===== src/hw/fpcc_pkg.sv =====
// constants for the flash program command controller
package fpcc_pkg;
	// register offsets (byte addresses)
	localparam logic [7:0] REG_STAT = 8'h00;
	localparam logic [7:0] REG_COB0 = 8'h04;
	localparam logic [7:0] REG_COB1 = 8'h08;
	localparam logic [7:0] REG_COB2 = 8'h0c;
	localparam logic [7:0] REG_CTRL = 8'h10;
	localparam logic [7:0] REG_CFG0 = 8'h14;
	localparam logic [7:0] REG_CFG1 = 8'h18;
	localparam logic [7:0] REG_CFG2 = 8'h1c;
	localparam logic [7:0] REG_CFG3 = 8'h20;
	localparam logic [7:0] REG_PART = 8'h24;
	localparam logic [7:0] REG_IRQ_ST = 8'h28;
	localparam logic [7:0] REG_IRQ_CLR = 8'h2c;
	localparam logic [7:0] REG_IRQ_EN = 8'h30;
	// field positions
	localparam int STAT_CCF = 7;
	localparam int STAT_ACCERR = 5;
	localparam int CTRL_EEMODE = 0;
	localparam int IRQ_DONE = 0;
	localparam int IRQ_ERR = 1;
	localparam int IRQ_REJ = 2;
	localparam int IRQ_W = 3;
	// command codes in the top byte of command object word 0
	localparam logic [7:0] CMD_PGM_LONG = 8'h01;
	localparam logic [7:0] CMD_PGM_PHRASE = 8'h02;
	localparam logic [7:0] CMD_PGM_SECT = 8'h03;
	localparam logic [7:0] CMD_PART = 8'h04;
	localparam logic [7:0] CMD_MASS = 8'h05;
	// variant: port present, section present, phrase (not longword) program
	localparam logic HAS_PORT = 1'b1;
	localparam logic HAS_SECT = 1'b1;
	localparam logic HAS_PHRASE = 1'b1;
	localparam logic CTRL_QUARTER = 1'b1;
	// section length: lesser of sector and a fraction of the staging ram
	localparam int SECTOR_BYTES = 2048;
	localparam int STAGE_RAM_BYTES = 4096;
	localparam int RAM_SHARE = CTRL_QUARTER ? STAGE_RAM_BYTES / 4 : STAGE_RAM_BYTES / 2;
	localparam int SECT_BYTES = (SECTOR_BYTES < RAM_SHARE) ? SECTOR_BYTES : RAM_SHARE;
	localparam logic [9:0] SECT_WORDS = 10'(SECT_BYTES / 4);
	localparam logic [9:0] LONG_WORDS = 10'h001;
	localparam logic [9:0] PHRASE_WORDS = 10'h002;
	// configuration area and partition record
	localparam logic [23:0] CFG_BASE = 24'h000400;
	localparam logic [23:0] PART_ADDR = 24'h000800;
	localparam logic [2:0] LOAD_LAST = 3'h5;
	localparam logic [31:0] BLANK_WORD = 32'hffffffff;
	// serial port opcodes and frame lengths
	localparam logic [7:0] SP_OP_RDSR = 8'h11;
	localparam logic [7:0] SP_OP_SECT = 8'h12;
	localparam logic [7:0] SP_OP_WRCOB = 8'h13;
	localparam logic [3:0] SP_SECT_LAST = 4'h3;
	localparam logic [3:0] SP_COB_LAST = 4'hc;
	typedef enum logic [1:0] {FOP_PROG, FOP_ERASE_NVM, FOP_FORMAT, FOP_ERASE_ALL} fpcc_fop_e;
endpackage : fpcc_pkg


===== src/hw/fpcc_top.sv =====
// flash program command controller: register port, serial port, command sequencer
//
// Behaviour
// - only one of longword or phrase program exists; the other is rejected.
// - section length is the lesser of sector size and ram share.
// - section programming needs the staging ram in plain ram mode.
// - entering serial port mode forces plain ram mode; port programs by sections.
// - port section program is refused while the staging ram is in eeprom mode.
// - longword and phrase data come from command object registers, not the ram.
// - a variant without the serial port also lacks section programming.
// - at reset the 16-byte configuration area is copied into registers.
// - new configuration values act only after the next reset load.
// - a blank device has no eeprom partition.
// - partition erases the whole region, then formats the backup sectors.
// - port partitions through its command object write opcode.
// - mass erase discards partition and eeprom records.
// - port status shows write in progress while an operation runs.
//
// Design decisions made here: the register addresses and strobed register access.
`timescale 1ns/100ps
module fpcc_top (
	input wire logic sys_clk,
	input wire logic srst,
	input wire logic [7:0] reg_addr,
	input wire logic [31:0] reg_wdata,
	input wire logic reg_wr,
	input wire logic reg_rd,
	output logic [31:0] reg_rdata,
	output logic irq,
	output logic [23:0] flash_rd_addr,
	input wire logic [31:0] flash_rd_data,
	output logic fop_start,
	output fpcc_pkg::fpcc_fop_e fop_kind,
	output logic [23:0] fop_addr,
	output logic [63:0] fop_data,
	output logic [9:0] fop_len,
	output logic fop_use_ram,
	input wire logic fop_done,
	output logic ram_eeprom_mode,
	output logic eeprom_part_en,
	output logic [31:0] prot_ctrl,
	output logic [7:0] sec_ctrl,
	input wire logic sp_mode,
	input wire logic sp_cs_n,
	input wire logic sp_clk,
	input wire logic sp_din,
	output logic sp_dout,
	output logic sp_dout_oe
);
	typedef enum logic [2:0] {S_LOAD, S_IDLE, S_OP, S_PART1, S_PART2} fpcc_state_e;
	fpcc_state_e st_r;
	logic [2:0] ld_cnt_r;
	logic [31:0] cfg_r [4];
	logic [31:0] part_r;
	logic [31:0] cob_r [3];
	logic ccf_r, acc_err_r, pend_r, ee_mode_r;
	localparam int IRQ_W_L = fpcc_pkg::IRQ_W - 1;
	logic [IRQ_W_L:0] irq_st_r, irq_en_r;
	logic [31:0] rd_mux;
	logic [3:0] sync1_r, sync2_r;
	logic sp_clk_d_r, sp_mode_d_r;
	logic [2:0] sp_bit_r;
	logic [3:0] sp_byte_r;
	logic [7:0] sp_sh_r, sp_op_r, sp_tx_r;
	logic [87:0] sp_buf_r;
	logic [7:0] sp_byte;
	logic sp_rise, sp_act, sp_done_byte, sp_sect_go, sp_cob_go, sp_reject;
	logic reg_launch, launch_acc, cmd_ok, done_set, err_set, busy;
	logic [7:0] cmd;
	logic [7:0] sp_status;
	logic [IRQ_W_L:0] irq_ev;

	// two-flop synchronisers for the serial port pins
	always_ff @(posedge sys_clk) begin
		sync1_r <= {sp_mode, sp_cs_n, sp_clk, sp_din};
		sync2_r <= sync1_r;
		sp_clk_d_r <= sync2_r[1];
		sp_mode_d_r <= sync2_r[3];
	end

	assign sp_act = ~sync2_r[2];
	assign sp_rise = sync2_r[1] & ~sp_clk_d_r;
	assign sp_byte = {sp_sh_r[6:0], sync2_r[0]};
	assign sp_done_byte = sp_act & sp_rise & (sp_bit_r == 3'h7);
	assign sp_sect_go = sp_done_byte & (sp_op_r == fpcc_pkg::SP_OP_SECT)
		& (sp_byte_r == fpcc_pkg::SP_SECT_LAST) & fpcc_pkg::HAS_PORT;
	assign sp_cob_go = sp_done_byte & (sp_op_r == fpcc_pkg::SP_OP_WRCOB)
		& (sp_byte_r == fpcc_pkg::SP_COB_LAST) & fpcc_pkg::HAS_PORT;
	assign sp_reject = sp_sect_go & ee_mode_r;
	assign busy = (st_r != S_IDLE) | pend_r;
	assign sp_status = {6'h00, ee_mode_r, busy};

	// serial frame receiver and status transmitter
	always_ff @(posedge sys_clk) begin
		if (srst || !sp_act) begin
			sp_bit_r <= 3'h0;
			sp_byte_r <= 4'h0;
			sp_op_r <= 8'h00;
			sp_sh_r <= 8'h00;
			sp_tx_r <= 8'h00;
			sp_buf_r <= 88'h0;
			sp_dout <= 1'b0;
			sp_dout_oe <= 1'b0;
		end else if (sp_rise) begin
			sp_bit_r <= sp_bit_r + 3'h1;
			sp_sh_r <= sp_byte;
			if (sp_bit_r == 3'h7) begin
				if (sp_byte_r != 4'hf)
					sp_byte_r <= sp_byte_r + 4'h1;
				if (sp_byte_r == 4'h0)
					sp_op_r <= sp_byte;
				else
					sp_buf_r <= {sp_buf_r[79:0], sp_byte};
			end
			// status repeats every byte while reading status
			if ((sp_bit_r == 3'h7) && (((sp_byte_r == 4'h0) && (sp_byte == fpcc_pkg::SP_OP_RDSR))
				|| ((sp_byte_r != 4'h0) && (sp_op_r == fpcc_pkg::SP_OP_RDSR)))) begin
				sp_dout <= sp_status[7];
				sp_tx_r <= {sp_status[6:0], 1'b0};
				sp_dout_oe <= 1'b1;
			end else begin
				sp_dout <= sp_tx_r[7];
				sp_tx_r <= {sp_tx_r[6:0], 1'b0};
			end
		end
	end

	// staging ram mode: port entry forces plain ram mode
	always_ff @(posedge sys_clk) begin
		if (srst)
			ee_mode_r <= 1'b0;
		else if (sync2_r[3] && !sp_mode_d_r)
			ee_mode_r <= 1'b0;
		else if (reg_wr && reg_addr == fpcc_pkg::REG_CTRL)
			ee_mode_r <= reg_wdata[fpcc_pkg::CTRL_EEMODE];
	end
	assign ram_eeprom_mode = ee_mode_r;

	// launch requests from either side; register side wins a tie
	assign reg_launch = reg_wr && (reg_addr == fpcc_pkg::REG_STAT)
		&& reg_wdata[fpcc_pkg::STAT_CCF];
	assign launch_acc = ccf_r && (reg_launch || sp_cob_go || (sp_sect_go && !ee_mode_r));

	// command object registers, locked while a command is pending or running
	always_ff @(posedge sys_clk) begin
		if (srst) begin
			cob_r[0] <= 32'h0;
			cob_r[1] <= 32'h0;
			cob_r[2] <= 32'h0;
		end else if (ccf_r && reg_wr) begin
			if (reg_addr == fpcc_pkg::REG_COB0) cob_r[0] <= reg_wdata;
			if (reg_addr == fpcc_pkg::REG_COB1) cob_r[1] <= reg_wdata;
			if (reg_addr == fpcc_pkg::REG_COB2) cob_r[2] <= reg_wdata;
		end else if (ccf_r && sp_cob_go) begin
			cob_r[0] <= sp_buf_r[87:56];
			cob_r[1] <= sp_buf_r[55:24];
			cob_r[2] <= {sp_buf_r[23:0], sp_byte};
		end else if (ccf_r && sp_sect_go && !ee_mode_r) begin
			cob_r[0] <= {fpcc_pkg::CMD_PGM_SECT, sp_buf_r[15:0], sp_byte};
		end
	end

	// command decode against the variant
	assign cmd = cob_r[0][31:24];
	always_comb begin
		unique case (cmd)
			fpcc_pkg::CMD_PGM_LONG: cmd_ok = !fpcc_pkg::HAS_PHRASE;
			fpcc_pkg::CMD_PGM_PHRASE: cmd_ok = fpcc_pkg::HAS_PHRASE;
			fpcc_pkg::CMD_PGM_SECT: cmd_ok = fpcc_pkg::HAS_SECT && fpcc_pkg::HAS_PORT
				&& !ee_mode_r;
			fpcc_pkg::CMD_PART: cmd_ok = 1'b1;
			fpcc_pkg::CMD_MASS: cmd_ok = 1'b1;
			default: cmd_ok = 1'b0;
		endcase
	end
	assign err_set = (st_r == S_IDLE) && pend_r && !cmd_ok;
	assign done_set = fop_done && ((st_r == S_OP) || (st_r == S_PART2));

	// configuration load after reset; values change only here
	always_ff @(posedge sys_clk) begin
		if (srst) begin
			ld_cnt_r <= 3'h0;
			flash_rd_addr <= fpcc_pkg::CFG_BASE;
		end else if (st_r == S_LOAD) begin
			ld_cnt_r <= ld_cnt_r + 3'h1;
			// data lag the address by one edge, so the address runs one word ahead
			flash_rd_addr <= (ld_cnt_r < 3'h3)
				? fpcc_pkg::CFG_BASE + {19'h0, ld_cnt_r + 3'h1, 2'h0}
				: fpcc_pkg::PART_ADDR;
			if (ld_cnt_r != 3'h0 && ld_cnt_r < 3'h5)
				cfg_r[ld_cnt_r[1:0] - 2'h1] <= flash_rd_data;
		end
	end
	assign prot_ctrl = cfg_r[0];
	assign sec_ctrl = cfg_r[3][7:0];

	// command sequencer
	always_ff @(posedge sys_clk) begin
		if (srst) begin
			st_r <= S_LOAD;
			ccf_r <= 1'b0;
			pend_r <= 1'b0;
			acc_err_r <= 1'b0;
			part_r <= fpcc_pkg::BLANK_WORD;
			fop_start <= 1'b0;
			fop_kind <= fpcc_pkg::FOP_PROG;
			fop_addr <= 24'h0;
			fop_data <= 64'h0;
			fop_len <= 10'h0;
			fop_use_ram <= 1'b0;
		end else begin
			fop_start <= 1'b0;
			if (reg_wr && reg_addr == fpcc_pkg::REG_STAT && reg_wdata[fpcc_pkg::STAT_ACCERR])
				acc_err_r <= 1'b0;
			if (launch_acc) begin
				ccf_r <= 1'b0;
				pend_r <= 1'b1;
			end
			unique case (st_r)
				S_LOAD: if (ld_cnt_r == fpcc_pkg::LOAD_LAST) begin
					part_r <= flash_rd_data;
					ccf_r <= 1'b1;
					st_r <= S_IDLE;
				end
				S_IDLE: if (pend_r) begin
					pend_r <= 1'b0;
					fop_addr <= cob_r[0][23:0];
					fop_use_ram <= 1'b0;
					if (!cmd_ok) begin
						acc_err_r <= 1'b1;
						ccf_r <= 1'b1;
					end else begin
						fop_start <= 1'b1;
						st_r <= S_OP;
						unique case (cmd)
							fpcc_pkg::CMD_PGM_LONG: begin
								fop_kind <= fpcc_pkg::FOP_PROG;
								fop_data <= {32'h0, cob_r[1]};
								fop_len <= fpcc_pkg::LONG_WORDS;
							end
							fpcc_pkg::CMD_PGM_PHRASE: begin
								fop_kind <= fpcc_pkg::FOP_PROG;
								fop_data <= {cob_r[2], cob_r[1]};
								fop_len <= fpcc_pkg::PHRASE_WORDS;
							end
							fpcc_pkg::CMD_PGM_SECT: begin
								fop_kind <= fpcc_pkg::FOP_PROG;
								fop_use_ram <= 1'b1;
								fop_len <= fpcc_pkg::SECT_WORDS;
							end
							fpcc_pkg::CMD_PART: begin
								fop_kind <= fpcc_pkg::FOP_ERASE_NVM;
								st_r <= S_PART1;
							end
							default: fop_kind <= fpcc_pkg::FOP_ERASE_ALL;
						endcase
					end
				end
				S_PART1: if (fop_done) begin
					fop_kind <= fpcc_pkg::FOP_FORMAT;
					fop_start <= 1'b1;
					st_r <= S_PART2;
				end
				S_PART2: if (fop_done) begin
					part_r <= cob_r[1];
					ccf_r <= 1'b1;
					st_r <= S_IDLE;
				end
				S_OP: if (fop_done) begin
					if (cmd == fpcc_pkg::CMD_MASS)
						part_r <= fpcc_pkg::BLANK_WORD;
					ccf_r <= 1'b1;
					st_r <= S_IDLE;
				end
			endcase
		end
	end
	assign eeprom_part_en = (part_r != fpcc_pkg::BLANK_WORD);

	// interrupt status, enable and write-one clear; a new event wins over its clear
	assign irq_ev = {sp_reject, err_set, done_set};
	always_ff @(posedge sys_clk) begin
		if (srst) begin
			irq_st_r <= '0;
			irq_en_r <= '0;
		end else begin
			if (reg_wr && reg_addr == fpcc_pkg::REG_IRQ_EN)
				irq_en_r <= reg_wdata[IRQ_W_L:0];
			if (reg_wr && reg_addr == fpcc_pkg::REG_IRQ_CLR)
				irq_st_r <= (irq_st_r & ~reg_wdata[IRQ_W_L:0]) | irq_ev;
			else
				irq_st_r <= irq_st_r | irq_ev;
		end
	end
	assign irq = |(irq_st_r & irq_en_r);

	// read mux; unmapped and write-only offsets read zero
	always_comb begin
		unique case (reg_addr)
			fpcc_pkg::REG_STAT: rd_mux = {24'h0, ccf_r, 1'b0, acc_err_r, 5'h00};
			fpcc_pkg::REG_COB0: rd_mux = cob_r[0];
			fpcc_pkg::REG_COB1: rd_mux = cob_r[1];
			fpcc_pkg::REG_COB2: rd_mux = cob_r[2];
			fpcc_pkg::REG_CTRL: rd_mux = {31'h0, ee_mode_r};
			fpcc_pkg::REG_CFG0: rd_mux = cfg_r[0];
			fpcc_pkg::REG_CFG1: rd_mux = cfg_r[1];
			fpcc_pkg::REG_CFG2: rd_mux = cfg_r[2];
			fpcc_pkg::REG_CFG3: rd_mux = cfg_r[3];
			fpcc_pkg::REG_PART: rd_mux = part_r;
			fpcc_pkg::REG_IRQ_ST: rd_mux = {29'h0, irq_st_r};
			fpcc_pkg::REG_IRQ_EN: rd_mux = {29'h0, irq_en_r};
			default: rd_mux = 32'h0;
		endcase
	end
	always_ff @(posedge sys_clk) begin
		if (srst)
			reg_rdata <= 32'h0;
		else if (reg_rd)
			reg_rdata <= rd_mux;
		else
			reg_rdata <= 32'h0;
	end
endmodule : fpcc_top


===== config.mk =====
export PLATFORM = sky130hd
export DESIGN_NAME = fpcc_top
export DESIGN_NICKNAME = d
export VERILOG_FILES = /design/src/hw/fpcc_pkg.sv /design/src/hw/fpcc_top.sv
export SDC_FILE = /design/constraint.sdc
export NUM_CORES = 1
export LEC_CHECK = 0
export BUFFER_PORTS_ARGS = -buffer_cell sky130_fd_sc_hd__buf_2
export CAP_MARGIN = 25
export CORE_MARGIN = 2
export CORE_UTILIZATION = 45
export CTS_BUF_LIST = sky130_fd_sc_hd__clkbuf_4 sky130_fd_sc_hd__clkbuf_8
export DETAILED_ROUTE_END_ITERATION = 10
export PLACE_DENSITY_LB_ADDON = 0.12
export RECOVER_POWER = 100
export SLEW_MARGIN = 20
export SYNTH_ARGS = -nofsm -noshare
export SYNTH_HDL_FRONTEND = slang
export SYNTH_SLANG_ARGS = --single-unit

===== constraint.sdc =====
create_clock -name sys_clk -period 3.1 [get_ports sys_clk]
set_input_delay 0.62 -clock sys_clk [delete_from_list [all_inputs] [get_ports sys_clk]]
set_output_delay 0.62 -clock sys_clk [all_outputs]
set_load 0.005 [all_outputs]

==> Word-level counts from Yosys, hierarchy flattened <==
Memory sizes are Yosys's and may differ from the RTL's.
Index checks and enable logic that the tools add are counted.
{ "totals": {"regBits": 336, "latch_bits": 0, "mem_bits_rw": 224, "rom_bits": 0, "in_bits": 81, "output_inout_bits": 203, "elab_cells": 234, "memories": 2} }
{ "memory_table": {"columns": ["name", "depth", "width", "rd", "rd_ports_with_merged_regs", "wr", "line_no", "rtl"], "rows": [
  ["cfg_r", 4, 32, 4, 0, 1, "fpcc_top.sv:53", "logic [31:0] cfg_r [4];"],
  ["cob_r", 3, 32, 3, 0, 3, "fpcc_top.sv:55", "logic [31:0] cob_r [3];"]
]} }
{ "classes": {"n_addsub": 5, "n_mul": 0, "div": 0, "n_lt_le_gt_ge": 2, "eq_ne": 40, "shift": 0, "mux": 78, "bitwise": 25, "n_reduce_logical": 53} }
{ "ops": {"columns": ["operator", "count"], "rows": [
  ["case mux 32 bit (12 select lines)", 1],
  ["2-to-1 mux 32 bit", 11],
  ["case mux 64 bit (2 select lines)", 1],
  ["case mux 32 bit (3 select lines)", 1],
  ["equality test 8 x 5 -> 1 bit (second input constant)", 8],
  ["2-to-1 mux 1 bit", 46],
  ["equality test 8 x 6 -> 1 bit (second input constant)", 5],
  ["inequality test 32 bit (second input constant)", 1],
  ["case mux 10 bit (3 select lines)", 1],
  ["equality test 8 x 3 -> 1 bit (second input constant)", 3],
  ["logical AND 1 bit", 20],
  ["2-to-1 mux 3 bit", 6],
  ["equality test 8 x 2 -> 1 bit (second input constant)", 2],
  ["equality test 8 x 4 -> 1 bit (second input constant)", 2],
  ["adder 11 x 5 -> 12 bit (first input constant)", 1],
  ["2-to-1 mux 12 bit", 1],
  ["case mux 3 bit (4 select lines)", 1],
  ["AND reduction 4 bit", 3],
  ["inequality test 2 bit (second input constant)", 5],
  ["AND reduction 5 bit", 2],
  ["equality test 3 bit (second input constant)", 3],
  ["AND reduction 3 bit", 3],
  ["nonzero test 3 bit", 3],
  ["OR reduction 3 bit", 3],
  ["other kinds (33)", 70]
]} }

==> Depth between registers and ports, before layout <==
Gate-level depths: netlist of the first run.
{ "depth": {"word_depth": 14, "mapped_depth": 10, "mapped_depth_nobuf": 7} }

==> Least setup slack after synthesis of the first run <==
No wires, ideal clock.
{ "synth_path": {"kind": "register -> register", "startpoint": "register st_r[2]", "endpoint": "memory cfg_r[0][0], enable pin", "setup_ns": 0.421, "arrival_time_ns": 2.854, "required_ns": 2.679, "setup_slack_ns": -0.176, "path_stages_with_launch": 6, "n_path_buf": 2, "synth_period_minus_slack_ns": 3.276, "path_cell_list": "dfxtp_1 -> clkbuf_1 -> or3_1 -> clkbuf_1 -> or3_1 -> nor2_1"} }
{ "synth_via": {"elab_chain_len": 4} }
{ "synth_lines": {"columns": ["element", "line_no", "rtl"], "rows": [
  ["start, declared", "fpcc_top.sv:51", "fpcc_state_e st_r;"],
  ["start signal, assigned", "fpcc_top.sv:200", "st_r <= S_LOAD;"],
  ["start signal, assigned", "fpcc_top.sv:223", "st_r <= S_IDLE;"],
  ["start signal, assigned", "fpcc_top.sv:234", "st_r <= S_OP;"],
  ["zero test 3 bit", "fpcc_top.sv:184", "end else if (st_r == S_LOAD) begin"],
  ["2-to-1 mux 1 bit", "fpcc_top.sv:184", null],
  ["2-to-1 mux 1 bit", "fpcc_top.sv:181", "if (srst) begin"],
  ["2-to-1 mux 1 bit (implied by the code)", "fpcc_top.sv:191", "cfg_r[ld_cnt_r[1:0] - 2'h1] <= flash_rd_data;"],
  ["end, declared", "fpcc_top.sv:53", null]
]} }
No other way between the ends.

==> Final worst setup path of the first run <==
{ "layout_path": {"startpoint": "register st_r[2]", "endpoint": "memory cfg_r[0][18], enable pin"} }
Same word-level chain as after synthesis.

==> results.toml, run 1 <==
[die]
floorplan.initialDensity_pct = 45.6
die_w_um = 221
num_rows = 79
coreArea_um2 = 46500
die_height_um = 221
ios = 284
die-area_um2 = 48800

[global_route]
grt_pass1_vias = 16954
grt_max_degree = 89
grt_pass1_wl_um = 110000
grt_usage_pct = 30.1
grt_overflow = 0
antenna_found_initial = 2

[sta]
setup_tns_ps = 0
hold_viol = 0
grt_setup_unrepaired = "no"
finalCriticalPeriod_ps = 2840
final_min_period_over_clock_period_pct = 91.6
worstMarginPinSlew_ps = 1430
whs_ps = 59.8
fin_skew_ps = 31.2
setup_violations = 0
max_slew_margin_pct = 4.96
max_freq_mhz = 352
slew_viol_final = 0

[setup_path]
ff2ff_setup_slack_ps = 260
r2r_cells = 5
end_kind = "register"
worstSetupPathType = "register to register"
crit_chain = "clkbuf_1 -> or3_1 -> or3_1 -> nor2_1 -> clkbuf_4"
cp_slowest_stage_delay_ps = 510
reg2reg_from = "st_r[2]"
crit_arrival_ps = 3140
critPathMaxFanout = 31
endpoint = "cfg_r[0][18]"
critPathLaunchType = "register"
cp_slowest_cell = "or3_1"
crit_start = "st_r[2]"
worst_ep_required_time_ps = 3400
regToRegEndpoint = "cfg_r[0][18]"
path_common_cell = "or3_1"

[synth]
synth.distinct_cells = 64
yosys_warnings = 0
syn-cell-area_um2 = 21200
synth_async_sr_flop_share_pct = 0
synth-seq-cells = 533
synth_edf_count = 216
synth_cells = 2062
synth_area_per_cell_um2 = 10.3
ys.flop_type = "dfxtp_1"
ys_seq_area_share_pct = 60.6

[hold_path]
hp-class = "input port to register"

[clocking]
cts_tree = "yes"
cts_resized = 0
cts.sinks = 533
cts-root-buf = "clkbuf_8"
cts_setup_buffers = 0
hold_buffers = 0
h-tree-depth = 3
numCtsBuffers = 88
path_clk_slew_ps = 50
insertion_delay_ps = 680
clockBufferDepth = 3

[power]
p_total_mw = 14.9
power.static_leakage_nw = 8.85
power_density_nw_per_um2 = 596
vdd_drop_max_uv = 362

[finish]
fill_cells = 4291
post-route-cell-area_um2 = 25100
area_delta_synth_final_pct = 18.4
drive_gt1_share_pct = 17.5
nets = 2425
fin_cells = 3020

[detailed_routing]
first_pass_iters = 7
via_per_inst = 5.90
drt-initial-drc-count = 2006
wl_per_cell_um = 25.1
drtAntennaViolNets = 0
drc = 0
wl_um = 75900
num_vias = 17810

[placed_design]
portBuffers = 257
placed_cell_area_um2 = 23400
gp_congestion = 0.917
hpwl_um = 54900
placedCellCount = 2852

[status]
status = "complete, no violations"

[job]
maxCapViolCount = 0
cells in the mapped netlist (9+ instances only):
| master | count | area share, % |
|---|---|---|
| edfxtp_1 | 216 | 31 |
| nand2_1 | 480 | 8.5 |
| a22o_1 | 71 | 2.9 |
| clkbuf_1 | 110 | 2.0 |
| o22ai_1 | 44 | 1.3 |
| inv_1 | 12 | 0.21 |
| a21oi_1 | 232 | 5.5 |
| mux2i_1 | 27 | 1.3 |
| o211ai_1 | 28 | 0.99 |
| a222oi_1 | 14 | 0.66 |
| a22oi_1 | 88 | 3.1 |
| nand3_1 | 29 | 0.69 |
| a211o_1 | 10 | 0.41 |
| buf_4 | 35 | 1.2 |
| a221oi_1 | 10 | 0.41 |
| a31oi_1 | 19 | 0.56 |
| nand4_1 | 13 | 0.38 |
| buf_1 | 20 | 0.35 |
| dfxtp_1 | 317 | 30 |
| a211oi_1 | 17 | 0.60 |
| o21a_1 | 9 | 0.32 |
| nor2_1 | 81 | 1.4 |
| buf_2 | 17 | 0.40 |
| o21ai_1 | 26 | 0.61 |
| mux2_2 | 12 | 0.64 |
cells in the final DEF (no fill, tap or decap), drive strengths merged, types with 26 or more instances in the layout:
| cell type | n |
|---|---|
| nand2 | 480 |
| dfxtp | 317 |
| clkbuf | 270 |
| a21oi | 232 |
| edfxtp | 216 |
| buf | 214 |
| a22oi | 88 |
| nor2 | 81 |
| a22o | 71 |
| o22ai | 44 |
| o21ai | 32 |
| o211ai | 31 |
| nand3 | 29 |
| mux2i | 27 |
| conb | 26 |
worst min-delay path by stage:
stage	startpoint	end	slack (ps)	cells after the start
finish	sp_clk	sync1_r[1]	60	1
global route	sp_clk	sync1_r[1]	30	1
CTS	sp_clk	sync1_r[1]	10	1
detailed placement	sync1_r[0]	sync2_r[0]	320	0
global placement	sync1_r[0]	sync2_r[0]	310	0
floorplan	sync1_r[0]	sync2_r[0]	310	0
power breakdown:
part	total, mW	switching (mW)	internal (mW)
clock network	6.67	2.88	3.79
registers	7.60	0.148	7.46
logic	0.663	0.465	0.198
total	14.9	3.49	11.4
flip-flops by register name (all words and copies together), names as in the netlist, 8 cells and up:
name       flops
cob_r         96
fop_data      64
cfg_r        128
sp_buf_r      88
reg_rdata     32
sp_op_r        8
part_r        32
fop_addr      24
metrics by stage:
| step | setup slack [ps] | util, % |
|---|---|---|
| 3_5_place_dp | 380 | 50.4 |
| 4_1_cts | 464 | 54.6 |
| 2_1_floorplan | -176 | - |
| 5_1_grt | 176 | 53.9 |
| 6_report | 261 | 53.9 |
| 3_3_place_gp | 419 | 50.4 |
worst max-delay path, delay by kind of cell (launching register included):
kind	cells	cell delay [ps]
flip-flops	1	360
buffers and inverters	2	880
AND/OR/NAND/NOR	3	1200
layer usage:
layer | up-vias | GRT usage, % | share of wire [%]
li1 | 8003 | - | -
met1 | 8733 | 41.0 | 41
met2 | 914 | 45.9 | 45
met3 | 156 | 8.29 | 10
met4 | 4 | 11.5 | 3.6
met5 | - | 0 | 0.042
logic make-up after synthesis:
kind of cell             after synthesis  share of synthesized area [%]
AND/OR/NAND/NOR                      679                           13.7
AO/OA/AOI/OAI                        599                           18.7
flip-flops                           533                           60.6
buffers and inverters                196                           4.27
multiplexers                          39                           1.92
adder cells (fa/ha/maj)                8                          0.473
XOR/XNOR                               7                          0.290
other                                  1                         0.0177
area by class of cell:
cell class / count / area [um^2] / share of cell area (%)
diodes: 1 / 2.50 / 0.00999
clock buffers: 141 / 1720 / 6.87
clock inverters: 25 / 210 / 0.839
inverters: 12 / 45.0 / 0.180
multi-input cells: 1358 / 7590 / 30.3
flip-flops and latches: 533 / 12800 / 51.2
well taps: 607 / 759 / 3.03
repair buffers: 343 / 1900 / 7.57
(Power assumes the default switching activity.)
==> run 2, diff against run 1 <==
--- a/config.mk
+++ b/config.mk
@@ -5,6 +5,7 @@
 export SDC_FILE = /design/constraint.sdc
 export NUM_CORES = 1
 export LEC_CHECK = 0
+export ABC_AREA = 1
 export BUFFER_PORTS_ARGS = -buffer_cell sky130_fd_sc_hd__buf_2
 export CAP_MARGIN = 25
 export CORE_MARGIN = 2
==> results.toml, run 2 <==
[status]
status = "complete, no violations"

[synth]
ys_seq_area_share_pct = 59.0
synth_edf_count = 216
synthTopCellsByCount = "nand2_1 (630), dfxtp_1 (317), nor2_1 (289)"
yosys_warnings = 0
post_synth_main_area_contributors = "edfxtp_1 (30%), dfxtp_1 (29%), nand2_1 (11%)"
synth-seq-cells = 533
yosys.area.top_type = "edfxtp_1"
post-synth-top-count-cell = "nand2_1"
synth_async_sr_flop_share_pct = 0
ys.flop_type = "dfxtp_1"
synth.distinct_cells = 39
synth_area_per_cell_um2 = 8.66
syn-cell-area_um2 = 21800
synth_cells = 2514
synthDominantCellAreaShare_pct = 29.8

[setup_path]
end_kind = "register"
regToRegEndpoint = "irq_st_r[0]"
ff2ff_setup_slack_ps = 280
worst_ep_required_time_ps = 3720
reg2reg_from = "st_r[2]"
critPathLaunchType = "register"
worstSetupPathType = "register to register"
critPathMaxFanout = 24
crit_arrival_ps = 3440
r2r_cells = 6

[clocking]
path_clk_slew_ps = 70
numCtsBuffers = 90
cts_tree = "yes"
insertion_delay_ps = 730
cts_setup_buffers = 0
hold_buffers = 1
h-tree-depth = 3
cts_resized = 0
cts-root-buf = "clkbuf_8"
clockBufferDepth = 3
cts.sinks = 533

[die]
floorplan.initialDensity_pct = 45.6
ios = 284
num_rows = 80
die_w_um = 224
die-area_um2 = 50100
die_height_um = 224
coreArea_um2 = 47700

[power]
power.static_leakage_nw = 10.7
power_density_nw_per_um2 = 645
vdd_drop_max_uv = 308

[finish]
fin_cells = 3474
largest_reg_flops = 128
fin_util_pct = 53.2
area_delta_synth_final_pct = 16.8
ff_latch_area_um2 = 12800
layout_common_cells = "nand2_1 (630), dfxtp_1 (317), nor2_1 (287)"
drive_gt1_share_pct = 13.3
fill_cells = 4580
final_common_cell = "nand2_1"
multi_input_area_um2 = 7520
nets = 2868

[sta]
hold_viol = 0
slew_viol_final = 0
setup_violations = 0
worstMarginPinSlew_ps = 1410
max_freq_mhz = 355
setup_tns_ps = 0
max_slew_margin_pct = 5.91
grt_setup_unrepaired = "no"
finalCriticalPeriod_ps = 2820
fin_skew_ps = 54.5
final_min_period_over_clock_period_pct = 90.9
layout_setup_ws_ps = 281

[detailed_routing]
drtAntennaViolNets = 0
drt-initial-drc-count = 2107
via_per_inst = 5.54
first_pass_iters = 6
num_vias = 19242
wl_um = 80000
drc = 0
wl_per_cell_um = 23.0

[placed_design]
portBuffers = 257
placedCellCount = 3301
pre_cts_ws_ps = 438
gp_congestion = 1.00
hpwl_um = 58100

[hold_path]
hold_start = "sp_clk"
hp-class = "input port to register"
min_to = "sync1_r[1]"
hold_depth = 1

[global_route]
grt_usage_pct = 31.5
grt_overflow = 0
grt_max_degree = 100
grt_pass1_wl_um = 116000
grt_pass1_vias = 18128
antenna_found_initial = 1

[job]
maxCapViolCount = 0
[run 2: changes by cell type after synthesis, sizes merged, moves of 25 or more]
| cell | change |
|---|---|
| clkbuf | -45 |
| o21ai | +198 |
| inv | +160 |
| a22o | -71 |
| o211ai | -25 |
| nor2 | +220 |
| a21oi | -38 |
| buf | +29 |
| nand4 | +67 |
| a22oi | -88 |
| nand2 | +154 |
| nand3 | +81 |
| mux2i | -27 |
[run 2: worst max-delay path by stage]
stage / start / end / slack (ps) / cells past startpoint
after global routing: sp_bit_r[0] / cob_r[0][8] / 200 / 9
final: st_r[2] / irq_st_r[0] / 280 / 6
after global placement: reg_addr[1] / cob_r[0][0] / 410 / 10
after CTS: part_r[16] / eeprom_part_en / 480 / 4
after floorplan: reg_wr / cob_r[2][0] / 10 / 4
after detailed placement: reg_addr[1] / cob_r[0][0] / 440 / 10
[run 2: per-layer routing]
layer / vias to the layer above / part of all wire (%) / track usage [%]
met5: - / 0 / 0
met1: 9207 / 40 / 41.7
met2: 980 / 46 / 49.2
met3: 170 / 9.7 / 6.73
li1: 8885 / - / -
met4: 0 / 4.6 / 15.3
[run 2: final cells by class]
class,instances,share of cell area (%)
clock buffer,148,6.98
multi-input combinational,1665,29.6
timing repair buffer,316,6.54
clock inverter,22,0.827
sequential,533,50.5
tap,615,3.03
inverter,173,2.55
antenna,2,0.0197
[run 2: power breakdown]
part	internal, mW	switching [mW]
combinational	0.418	1.08
sequential	7.75	0.286
clock	3.89	2.98
[run 2: logic make-up after synthesis]
logic type	after synthesis	synth area share, %
and+or+nand+nor	1145	21.9
xor gates and xnor gates	1	0.0402
DFF	533	59.0
buffers and inverters	341	6.98
adders and majority gates	8	0.460
other	1	0.0172
AOI/OAI and AO/OA	485	11.6
[run 2: critical path, stage by stage (launching register included)]
cell      delay, ps
dfxtp_1         340
inv_2           100
nand3_2         290
nand2_2         190
clkbuf_1       1040
nand2_1         470
a21oi_1         270
[run 2: metrics by stage]
step                hold slack (ps)  power [mW]  cell area (um^2)
floorplan                       310        9.03             21900
global placement                316        9.69             23700
detailed placement              317        9.73             23700
CTS                            3.38        16.5             25700
global route                   26.8        16.9             25400
finish                         44.4        16.4             25400
